$ cat src/dtp_params.svh
`ifndef DTP_PARAMS_SVH
`define DTP_PARAMS_SVH
// register byte offsets
`define DTP_OFS_CTRL      4'h0
`define DTP_OFS_THRESH    4'h4
`define DTP_OFS_STATUS    4'h8
`define DTP_OFS_READOUT   4'hC
// control fields
`define DTP_CTRL_MOD      0
`define DTP_CTRL_DROP     1
`define DTP_CTRL_FORCE    2
`define DTP_CTRL_IE_RISE  3
`define DTP_CTRL_IE_FALL  4
`define DTP_CTRL_IE_THR1  5
`define DTP_CTRL_IE_THR2  6
`define DTP_CTRL_IE_OOS   7
`define DTP_CTRL_RST      8'h03
// threshold fields
`define DTP_THR1_LSB      0
`define DTP_THR2_LSB      8
`define DTP_THR_RST       16'h0000
// status fields: sticky events in [4:0], live state above
`define DTP_EV_RISE       0
`define DTP_EV_FALL       1
`define DTP_EV_THR1       2
`define DTP_EV_THR2       3
`define DTP_EV_OOS        4
`define DTP_ST_HOT        8
`define DTP_ST_ENGINE     9
`define DTP_ST_OOS        10
`define DTP_ST_EXT        11
`define DTP_ST_TRIP       12
// readout fields
`define DTP_RD_VALID      8
// timing in core clock cycles
`define DTP_MOD_HALF_CYC  16
`define DTP_FORCE_WAIT    64
`define DTP_OOS_WAIT      256
`endif

$ cat src/dtp_pkg.sv
package dtp_pkg;
    typedef enum logic [2:0] {CS_C0, CS_C1, CS_C2, CS_C4, CS_C6} dtp_core_t;
    typedef enum logic [1:0] {TH_IDLE, TH_MOD, TH_DROP, TH_DROP_MOD} dtp_throttle_t;
endpackage : dtp_pkg

$ cat src/dtp_thermal.sv
`timescale 1ns/1ps
`default_nettype none
`include "dtp_params.svh"
// Operation
// drive the hot pin while die temperature is above the trip point
// optional interrupt on hot assertion and on hot deassertion
// no new hot assertion in sleep, deep sleep or deeper sleep
// hot held through low power until exit and temperature below trip
// catastrophic trip asserted at catastrophic temperature, any mode, no bus cycles
// core hot input and output only in C0 to C2; north complex always
// core trip active C0 to C2, off in C6; north complex always
// readout is offset below maximum, never above the maximum
// readout valid only in normal package state
// throttled and still hot: out-of-spec bit, sticky copy, interrupt
// readout at maximum activates the enabled throttle mechanism
// two programmable thresholds, each can interrupt on crossing
// trip halts every internal clock and activity
// platform removes core supply within 500 ms after trip
// trip only relied upon while supply good is asserted
// mode enabled and hot asserted keeps throttle engine active
// external drive of hot pin activates throttle engine
// internal trip: modulation alone modulates, drop selects lowest state
// external hot: modulation only if drop disabled, force ignored
// external monitor pulls hot pin low while its limit exceeded
// events keep latching while the throttle engine is active
// modulation alternates clocks at half on, half off
// both enabled: drop wins, modulation added if forced and drop fails
// external hot input passes a two-stage synchronizer
module dtp_thermal #(
    parameter int          TEMP_W       = 8,
    parameter logic [7:0]  TJ_MAX       = 8'h5A,
    parameter logic [7:0]  CAT_TEMP     = 8'h7D,
    parameter logic [7:0]  HYST         = 8'h02,
    parameter int          MOD_HALF_CYC = `DTP_MOD_HALF_CYC,
    parameter int          FORCE_WAIT   = `DTP_FORCE_WAIT,
    parameter int          OOS_WAIT     = `DTP_OOS_WAIT
) (
    // clock and reset
    input  wire logic              clk_i,
    input  wire logic              rst_i,
    // wishbone slave
    input  wire logic              wb_cyc_i,
    input  wire logic              wb_stb_i,
    input  wire logic              wb_we_i,
    input  wire logic [3:0]        wb_adr_i,
    input  wire logic [3:0]        wb_sel_i,
    input  wire logic [31:0]       wb_dat_i,
    output logic      [31:0]       wb_dat_o,
    output logic                   wb_ack_o,
    // sensor and power state
    input  wire logic [TEMP_W-1:0] die_temp_i,
    input  wire logic [2:0]        core_state_i,
    input  wire logic              sleep_state_i,
    input  wire logic              pkg_low_power_i,
    input  wire logic              supply_good_i,
    // open-drain hot pin
    input  wire logic              thermal_hot_n_i,
    output logic                   thermal_hot_n_o,
    output logic                   thermal_hot_n_oe_o,
    output logic                   nc_thermal_hot_o,
    // catastrophic trip
    output logic                   catastrophic_trip_n_o,
    output logic                   nc_catastrophic_trip_n_o,
    output logic                   halt_clocks_o,
    // throttle engine
    output logic                   engine_active_o,
    output logic                   core_clk_en_o,
    output logic                   perf_drop_o,
    output logic                   thermal_irq_o
);
    typedef struct packed {
        logic [7:0]            ctrl;
        logic [15:0]           thr;
        logic [4:0]            ev;
        logic [1:0]            above;
        logic                  die_hot;
        logic                  drv;
        logic                  drv_p;
        logic                  drv_pp;
        logic                  s1;
        logic                  s2;
        logic                  ext;
        logic                  hot_pin;
        logic                  trip;
        logic                  nc_trip;
        logic                  oos;
        dtp_pkg::dtp_throttle_t th;
        logic [15:0]           mod_cnt;
        logic                  mod_on;
        logic [15:0]           force_cnt;
        logic [15:0]           oos_cnt;
        logic [7:0]            rel;
        logic                  valid;
        logic                  ack;
        logic [31:0]           rdat;
        logic                  irq;
        logic                  eng;
        logic                  pdrop;
        logic                  clk_en;
    } dtp_state_t;

    dtp_state_t q, d;
    dtp_pkg::dtp_core_t cs;
    logic              wr;
    logic              rd;
    logic [7:0]        trip_lvl;
    logic [1:0]        above_now;
    logic              core_ok;
    logic              drop_en;
    logic              mod_en;
    logic              hot_any;

    localparam logic [15:0] MOD_HALF = 16'(MOD_HALF_CYC);
    localparam logic [15:0] FORCE_W  = 16'(FORCE_WAIT);
    localparam logic [15:0] OOS_W    = 16'(OOS_WAIT);

    assign cs = dtp_pkg::dtp_core_t'(core_state_i);

    // ************************************************************
    // threshold crossing
    // ************************************************************
    genvar gi;
    generate
        for (gi = 0; gi < 2; gi++) begin : g_thr
            assign above_now[gi] = q.rel <= q.thr[gi*8 +: 8];
        end
    endgenerate

    // ************************************************************
    // next state
    // ************************************************************
    always_comb begin
        d        = q;
        wr       = wb_cyc_i && wb_stb_i && !q.ack && wb_we_i && wb_sel_i[0];
        rd       = wb_cyc_i && wb_stb_i && !q.ack;
        trip_lvl = TJ_MAX - HYST;
        core_ok  = (cs == dtp_pkg::CS_C0) || (cs == dtp_pkg::CS_C1) || (cs == dtp_pkg::CS_C2);
        mod_en   = q.ctrl[`DTP_CTRL_MOD];
        drop_en  = q.ctrl[`DTP_CTRL_DROP];
        hot_any  = q.die_hot || q.ext;
        // bus slave answers one cycle after the request
        d.ack    = rd;
        if (rd) begin
            case (wb_adr_i)
                `DTP_OFS_CTRL:    d.rdat = {24'h000000, q.ctrl};
                `DTP_OFS_THRESH:  d.rdat = {16'h0000, q.thr};
                `DTP_OFS_STATUS:  d.rdat = {19'h00000, q.trip, q.ext, q.oos,
                                            q.th != dtp_pkg::TH_IDLE, q.hot_pin, 3'h0, q.ev};
                `DTP_OFS_READOUT: d.rdat = {23'h000000, q.valid, q.rel};
                default:          d.rdat = 32'h00000000;
            endcase
        end
        if (wr && wb_adr_i == `DTP_OFS_CTRL) begin
            d.ctrl = wb_dat_i[7:0];
        end
        if (wr && wb_adr_i == `DTP_OFS_THRESH) begin
            d.thr[7:0] = wb_dat_i[7:0];
        end
        if (wb_cyc_i && wb_stb_i && !q.ack && wb_we_i && wb_sel_i[1] && wb_adr_i == `DTP_OFS_THRESH) begin
            d.thr[15:8] = wb_dat_i[15:8];
        end
        // sticky events: write one to clear, a new event wins
        if (wr && wb_adr_i == `DTP_OFS_STATUS) begin
            d.ev = q.ev & ~wb_dat_i[4:0];
        end
        // readout relative to maximum, saturated at zero
        d.rel   = (die_temp_i >= TJ_MAX) ? 8'h00 : 8'(TJ_MAX - die_temp_i);
        d.valid = !pkg_low_power_i;
        // die trip point with hysteresis
        if (d.rel == 8'h00) begin
            d.die_hot = 1'b1;
        end else if (die_temp_i < trip_lvl) begin
            d.die_hot = 1'b0;
        end
        // pin drive
        if (sleep_state_i) begin
            d.drv = q.drv;
        end else begin
            d.drv = q.die_hot && core_ok;
        end
        d.drv_p  = q.drv;
        d.drv_pp = q.drv_p;
        // external hot: pin low while this end was not pulling it
        // the synchroniser still shows our own drive for two cycles after release
        d.s1  = thermal_hot_n_i;
        d.s2  = q.s1;
        d.ext = !q.s2 && !q.drv && !q.drv_p && !q.drv_pp && core_ok;
        d.hot_pin = q.drv || q.ext;
        // throttle selection
        d.th = dtp_pkg::TH_IDLE;
        if (q.die_hot && (mod_en || drop_en)) begin
            if (drop_en && mod_en && q.ctrl[`DTP_CTRL_FORCE] && q.force_cnt >= FORCE_W) begin
                d.th = dtp_pkg::TH_DROP_MOD;
            end else if (drop_en) begin
                d.th = dtp_pkg::TH_DROP;
            end else begin
                d.th = dtp_pkg::TH_MOD;
            end
        end else if (q.ext && (mod_en || drop_en)) begin
            d.th = drop_en ? dtp_pkg::TH_DROP : dtp_pkg::TH_MOD;
        end
        d.eng   = d.th != dtp_pkg::TH_IDLE;
        d.pdrop = d.th == dtp_pkg::TH_DROP || d.th == dtp_pkg::TH_DROP_MOD;
        d.force_cnt = (q.th == dtp_pkg::TH_DROP && q.die_hot && q.force_cnt < FORCE_W) ?
                      q.force_cnt + 16'h0001 : (q.die_hot ? q.force_cnt : 16'h0000);
        // clock modulation half on, half off
        if (q.th == dtp_pkg::TH_MOD || q.th == dtp_pkg::TH_DROP_MOD) begin
            if (q.mod_cnt >= MOD_HALF - 16'h0001) begin
                d.mod_cnt = 16'h0000;
                d.mod_on  = !q.mod_on;
            end else begin
                d.mod_cnt = q.mod_cnt + 16'h0001;
            end
        end else begin
            d.mod_cnt = 16'h0000;
            d.mod_on  = 1'b1;
        end
        // out of specification
        if (q.th != dtp_pkg::TH_IDLE && q.die_hot) begin
            d.oos_cnt = (q.oos_cnt < OOS_W) ? q.oos_cnt + 16'h0001 : q.oos_cnt;
        end else begin
            d.oos_cnt = 16'h0000;
        end
        d.oos = (q.oos_cnt >= OOS_W);
        // event latching continues while throttled
        d.above = above_now;
        d.ev[`DTP_EV_OOS]  = d.ev[`DTP_EV_OOS]  | (d.oos && !q.oos);
        d.ev[`DTP_EV_RISE] = d.ev[`DTP_EV_RISE] | (d.hot_pin && !q.hot_pin);
        d.ev[`DTP_EV_FALL] = d.ev[`DTP_EV_FALL] | (!d.hot_pin && q.hot_pin);
        d.ev[`DTP_EV_THR1] = d.ev[`DTP_EV_THR1] | (above_now[0] != q.above[0]);
        d.ev[`DTP_EV_THR2] = d.ev[`DTP_EV_THR2] | (above_now[1] != q.above[1]);
        d.irq = |(q.ev & q.ctrl[7:3]);
        // catastrophic trip, latched until reset; C4 kept active though not guaranteed
        if (supply_good_i && die_temp_i >= CAT_TEMP) begin
            d.nc_trip = 1'b1;
            if (cs != dtp_pkg::CS_C6) begin
                d.trip = 1'b1;
            end
        end
        // a tripped die freezes everything else, bus included
        if (q.trip) begin
            d      = q;
            d.ack  = 1'b0;
            d.trip = 1'b1;
            d.nc_trip = 1'b1;
        end
        d.clk_en = d.mod_on && !d.trip;
    end

    always_ff @(posedge clk_i) begin
        if (rst_i) begin
            q       <= '0;
            q.ctrl  <= `DTP_CTRL_RST;
            q.thr   <= `DTP_THR_RST;
            q.s1    <= 1'b1;
            q.s2    <= 1'b1;
            q.mod_on <= 1'b1;
            q.clk_en <= 1'b1;
            q.th    <= dtp_pkg::TH_IDLE;
        end else begin
            q <= d;
        end
    end

    // ************************************************************
    // outputs
    // ************************************************************
    assign wb_dat_o                 = q.rdat;
    assign wb_ack_o                 = q.ack;
    assign thermal_hot_n_o          = 1'b0;
    assign thermal_hot_n_oe_o       = q.drv;
    assign nc_thermal_hot_o         = q.die_hot;
    assign catastrophic_trip_n_o    = !q.trip;
    assign nc_catastrophic_trip_n_o = !q.nc_trip;
    assign halt_clocks_o            = q.trip;
    assign engine_active_o          = q.eng;
    assign core_clk_en_o            = q.clk_en;
    assign perf_drop_o              = q.pdrop;
    assign thermal_irq_o            = q.irq;
endmodule : dtp_thermal
`default_nettype wire

$ cat config.mk
export PLATFORM = sky130hd
export DESIGN_NAME = dtp_thermal
export DESIGN_NICKNAME = d
export VERILOG_FILES = /design/src/dtp_pkg.sv /design/src/dtp_thermal.sv
export VERILOG_INCLUDE_DIRS = /design/src /design/src/src
export SDC_FILE = /design/constraint.sdc
export NUM_CORES = 1
export LEC_CHECK = 0
export ABC_AREA = 0
export BUFFER_PORTS_ARGS = -buffer_cell sky130_fd_sc_hd__buf_4
export CORE_ASPECT_RATIO = 0.5
export CORE_MARGIN = 2
export CORE_UTILIZATION = 45
export CTS_CLUSTER_DIAMETER = 80
export DETAILED_ROUTE_END_ITERATION = 10
export HOLD_SLACK_MARGIN = 0.06
export PLACE_DENSITY = 0.71
export SLEW_MARGIN = 20
export SYNTH_ARGS = -nofsm -noshare
export SYNTH_HDL_FRONTEND = slang
export SYNTH_SLANG_ARGS = --single-unit
$ cat constraint.sdc
create_clock -name clk_i -period 1.9 [get_ports clk_i]
set_input_delay 0.095 -clock clk_i [delete_from_list [all_inputs] [get_ports clk_i]]
set_output_delay 0.095 -clock clk_i [all_outputs]
set_load 0.1 [all_outputs]
== Word-level counts from Yosys, hierarchy flattened ==
Index checks and enable logic that the tools add are counted.

* Flip-flop bits (word level): 139
* Bits of input ports: 60
* Output and inout bits: 43
* Word-level logic and storage cells: 151

* $add $sub $neg: 4
* Magnitude comparators: 10
* Equal/unequal tests: 15
* Multiplexer cells: 20
* Bitwise gates (word level): 10
* Reduce and logical (&&, ||, !) cells: 63

{| class="wikitable"
|+ Operators by type and width
! cell !! count
|-
| two-way mux 100 bit || 1
|-
| two-way mux 16 bit || 5
|-
| case mux 16 bit (4 select lines) || 1
|-
| adder 16 x 1 -> 16 bit (second input constant) || 3
|-
| two-way mux 32 bit || 1
|-
| logical AND 1 bit || 27
|-
| two-way mux 17 bit || 1
|-
| >= comparator 16 x 4 -> 1 bit (second input constant) || 1
|-
| >= comparator 16 x 7 -> 1 bit (second input constant) || 1
|-
| >= comparator 16 x 9 -> 1 bit (second input constant) || 1
|-
| >= comparator 8 x 7 -> 1 bit (second input constant) || 2
|-
| less-or-equal comparator 8 bit || 2
|-
| less-than comparator 16 x 7 -> 1 bit (second input constant) || 1
|-
| less-than comparator 16 x 9 -> 1 bit (second input constant) || 1
|-
| AND reduction 2 bit || 8
|-
| logical NOT 1 bit || 13
|-
| bitwise AND 5 bit || 2
|-
| two-way mux 2 bit || 5
|-
| == test 2 bit (second input constant) || 4
|-
| == test 4 bit (second input constant) || 2
|-
| logical NOT 8 bit || 1
|-
| less-than comparator 8 x 7 -> 1 bit (second input constant) || 1
|-
| two-way mux 8 bit || 1
|-
| nonzero test 2 bit || 4
|-
| other kinds (18) || 33
|}

== Depth between registers and ports, before layout ==
* Depth after elaboration: 10
* Depth in mapped cells: 7

== Worst setup path before layout ==
Ideal clock, no wire load.

* Path kind: reg2reg
* Start: register q, in the netlist halt_clocks_o
* End: register q[45] in the netlist's numbering
* Setup time: 0.072 ns
* Arrival: 2.566 ns
* Slack: -0.738 ns
* Stages on the path, launching flop included: 6
* Buffers on the path: 2
* Clock period less this slack: 2.638 ns
* Path through: dfxtp_1 > inv_1 > buf_1 > clkbuf_1 > nand4_1 > a21oi_1

{| class="wikitable"
|+ RTL lines
! what !! RTL line !! RTL
|-
| start, declared || dtp_thermal.sv:102 || <nowiki>dtp_state_t q, d;</nowiki>
|}

== Worst setup path after layout ==
* Start: register q[39] in the netlist's numbering
* End: register q[108] in the netlist's numbering

* Longest elaborated chain between the ends: 1

{| class="wikitable"
|+ Ends and longest elaborated chain
! what !! RTL line !! RTL
|-
| less-or-equal comparator 8 bit || dtp_thermal.sv:125 || <nowiki>assign above_now[gi] = q.rel <= q.thr[gi*8 +: 8];</nowiki>
|}

No other way between the ends.
A chain may end at the register's enable or synchronous reset.

==> parameters.txt <==
Parameter                              Value

Routing
  Vias after detailed routing    4858
  Number of remaining DRC errors    0
  Final Routed Wirelength    13.64 mm
  Routed WL per cell    14.79 um
  DRC violation total after the first TritonRoute iteration    between 400 and 500
  First-pass detailed-route iteration total    5
  Vias per Instance    5.269
  Antenna Violating Nets Remaining    0

Die
  Core ar.    roughly 13000 um^2
  Count of pins on the block boundary    about 100
  Starting Density    46.15%
  Die area    14010 um^2
  Overall die width    165.4 um
  # rows    29
  Die height    about 85 um

Clocking
  TritonCTS Sinks    123
  Clock root buffer    sky130_fd_sc_hd__clkbuf_16
  H-Tree Level Count    4
  Maximum count of clock buffers along a single path    2
  Clock buffers created by TritonCTS    17
  Register clock-pin slew on the reported worst setup and hold paths    50 ps
  CTS tree    done
  Number of setup buffers added after CTS    0
  Insertion delay of the later-clocked pin in the worst-skew pair    between 400 and 500 ps

Critical path
  Critical-path top delay cell    sky130_fd_sc_hd__dfxtp_1
  Sort of element at the start of the critical path    register
  Crit path from    q[39]
  Highest fanout seen on the critical path    4
  Reg-to-reg startpoint    q[39]
  Largest stage delay on the critical path    around 450 ps
  Crit path capture type    register
  Setup Crit Path Kind    register to register
  Required time at the endpoint of the critical path    2210 ps
  WP data arrival    2120 ps
  Cell Chain, Critical Path    ha_1 -> and3_1 -> a221o_1 -> a21o_1 -> a311oi_1

Final layout
  Share of cells above drive strength 1    18.35%
  Most flop-heavy register    q
  Layout-stage area growth over the synthesis result    25.32%
  Total area of multi-input combinational cells    2987 um^2
  Antenna cell count    0
  Register area    2471 um^2
  Fill cell instance count of the final layout    1075
  Flip-flop count of the largest register after layout    97
  Final #Nets    824

STA
  Worst setup slack after layout    93.27 ps
  Tightest slew margin relative to the limit    62.56%
  RSZ-0062 raised after global routing    no
  Worst hold-check slack    83.24 ps
  Clock tree skew after final layout    roughly 11 ps
  Final worst-path cycle share    95.09%
  TNS Setup    0 ps
  Slew of the pin with the lowest slew margin    555.7 ps
  Hold Vio Cnt, Final    0
  Maximum clock frequency    roughly 0.55 GHz
  Fin. max-slew vios    0
  Min Clock Period, post-route    1807 ps
  Setup Viol. Count Final    0

Logic synthesis
  Total number of yosys warnings    0
  Most common flop cell mapped by yosys    sky130_fd_sc_hd__dfxtp_1
  Cell taking the most area after synthesis    sky130_fd_sc_hd__dfxtp_1
  Most frequent cell after synthesis    sky130_fd_sc_hd__dfxtp_1
  Netlist Area Pre-Place    5861 um^2
  Ranking of synthesized cells by area    sky130_fd_sc_hd__dfxtp_1 42%, sky130_fd_sc_hd__nor2_1 6.4%, sky130_fd_sc_hd__mux2i_1 5.5%
  Unique cell type count in the Yosys netlist    62
  EDFF count, synth    0
  Total of flip-flops plus latches after synthesis    between 100 and 150
  Commonest cells in the netlist    123 x sky130_fd_sc_hd__dfxtp_1, 100 x sky130_fd_sc_hd__nor2_1, 42 x sky130_fd_sc_hd__nand2_1
  Synth top area share    42.02%
  Instance count of the mapped netlist    653
  Syn_area_per_cell    8.975 um^2
  Portion of the post-synthesis area used by sequential elements    42.02%
  Share of synthesized flip-flops with an asynchronous set or reset    0%

Global route
  First-pass GRT wire length    22.46 mm
  Overall overflow remaining after global route    0
  Number of global-route vias before repair    ~4700
  Maximum number of pins on one net before global-route repair    42
  Total global routing track utilization    20.48%
  Number of antenna violations at the first check in global routing    0

Pwr
  Fraction of power consumed by sequential logic    38.3%
  Cell internal power dissipation    5.330 mW
  Power Dens Cells    963.6 nW/um^2
  VDD IR-drop max    ~0.77 mV
  Switching power    1.747 mW
  Lkg Pwr    3.093 nW
  Combinational power share    12.2%
  Switching power share of the total    24.69%
  Part of the power in the clock network    49.5%

Hold path
  Type of the worst min-delay path    primary input to register
  Worst Min Path Start    core_state_i[0]

Run status
  Result of the run    complete, no violations

Placement
  Input/output buffers    67
  HPWL reported at the end of detailed placement    around 9.5 mm
  Weighted congestion reported at the end of routability-driven placement    0.8425
  Place WS    80.82 ps

Job
  Max-cap violation count    0
worst paths after layout:
| kind | endpoint | slack (ps) | cells past startpoint |
|---|---|---|---|
| setup / recovery | q[108] | 90 | 5 |
| hold reg to reg | q[98] | 460 | 2 |
| hold / removal | halt_clocks_o | 80 | 3 |
| setup reg to reg | q[108] | 90 | 5 |
routing by layer:
layer | global-route usage [%] | wire length, um | share of wire (%)
met1 | 26.88 | 6414 | 47
met5 | 0 | 0 | 0
met2 | 32.65 | 6256 | 46
met4 | 8.307 | 234 | 1.7
met3 | 4.842 | 730 | 5.4
power by group through the flow:
| stage | logic [mW] | registers [mW] | clock network [mW] |
|---|---|---|---|
| final | 0.862 | 2.71 | 3.51 |
| after global routing | 0.929 | 2.71 | 3.66 |
| after CTS | 0.857 | 2.71 | 3.55 |
| after detailed placement | 0.809 | 2.76 | 0 |
| after global placement | 0.799 | 2.76 | 0 |
| after floorplan | 0.544 | 2.82 | 0 |
cell type report:
class	instances	area share [%]
clock buffer	26	7.070
sequential	123	33.65
tap	170	2.896
clock inverter	6	1.772
timing repair buffer	111	12.27
multi-input combinational	453	40.66
inverter	33	1.687
logic make-up after synthesis:
logic type / Yosys count / share of synthesized area (%)
AOI/OAI and AO/OA: 108 / 12.06
xor gates and xnor gates: 22 / 3.288
adders and majority gates: 25 / 5.337
buffers and inverters: 93 / 8.283
DFF: 123 / 42.02
muxes: 38 / 7.579
other: 1 / 0.06399
and+or+nand+nor: 243 / 21.37
repair_timing:
action / in CTS / in global routing
hold buffers: 27 / 0
hold endpoints to repair: 43 / 0
gates resized for setup: 0 / 3
endpoints found under the setup margin: 0 / 12
metrics by stage:
stage | util (%) | instance area, um^2 | power (mW) | std cells
after floorplan | - | 5933 | 3.368 | 669
after global placement | 50.48 | 6411 | 3.556 | 863
after detailed placement | 50.48 | 6411 | 3.567 | 863
after CTS | 57.72 | 7331 | 7.107 | 922
after global routing | 57.83 | 7345 | 7.306 | 922
final | 57.83 | 7345 | 7.077 | 922
critical path, delay by kind of cell, from the launching register on:
family / cells / cell delay [ps]
AOI/OAI and AO/OA: 3 / 830
adders and majority gates: 1 / 280
DFF: 1 / 450
and+or+nand+nor: 1 / 160
placed cells by master (no fill, tap or decap), types with 3 or more instances in the layout:
master	count
sky130_fd_sc_hd__nor3_1	13
sky130_fd_sc_hd__a31oi_1	9
sky130_fd_sc_hd__nand3_1	17
sky130_fd_sc_hd__nand4_1	11
sky130_fd_sc_hd__buf_4	84
sky130_fd_sc_hd__a21oi_1	30
sky130_fd_sc_hd__inv_1	32
sky130_fd_sc_hd__nor3b_1	3
sky130_fd_sc_hd__mux4_2	5
sky130_fd_sc_hd__and4_1	3
sky130_fd_sc_hd__clkbuf_8	6
sky130_fd_sc_hd__dlygate4sd3_1	27
sky130_fd_sc_hd__xor2_1	8
sky130_fd_sc_hd__nor4_1	6
sky130_fd_sc_hd__nor2_1	99
sky130_fd_sc_hd__and3_1	10
sky130_fd_sc_hd__and2_1	15
sky130_fd_sc_hd__a22o_1	3
sky130_fd_sc_hd__clkbuf_16	17
sky130_fd_sc_hd__mux2i_1	32
sky130_fd_sc_hd__o21a_1	4
sky130_fd_sc_hd__nor2b_1	6
sky130_fd_sc_hd__bufinv_16	4
sky130_fd_sc_hd__clkbuf_1	3
sky130_fd_sc_hd__dfxtp_1	120
sky130_fd_sc_hd__o21ai_0	13
sky130_fd_sc_hd__ha_1	25
sky130_fd_sc_hd__a22oi_1	21
sky130_fd_sc_hd__conb_1	17
sky130_fd_sc_hd__o21ai_1	3
sky130_fd_sc_hd__a21o_1	3
sky130_fd_sc_hd__nand2_1	42
sky130_fd_sc_hd__xnor2_1	14
sky130_fd_sc_hd__nor4_2	5
Power figures use the tool's default switching activity.
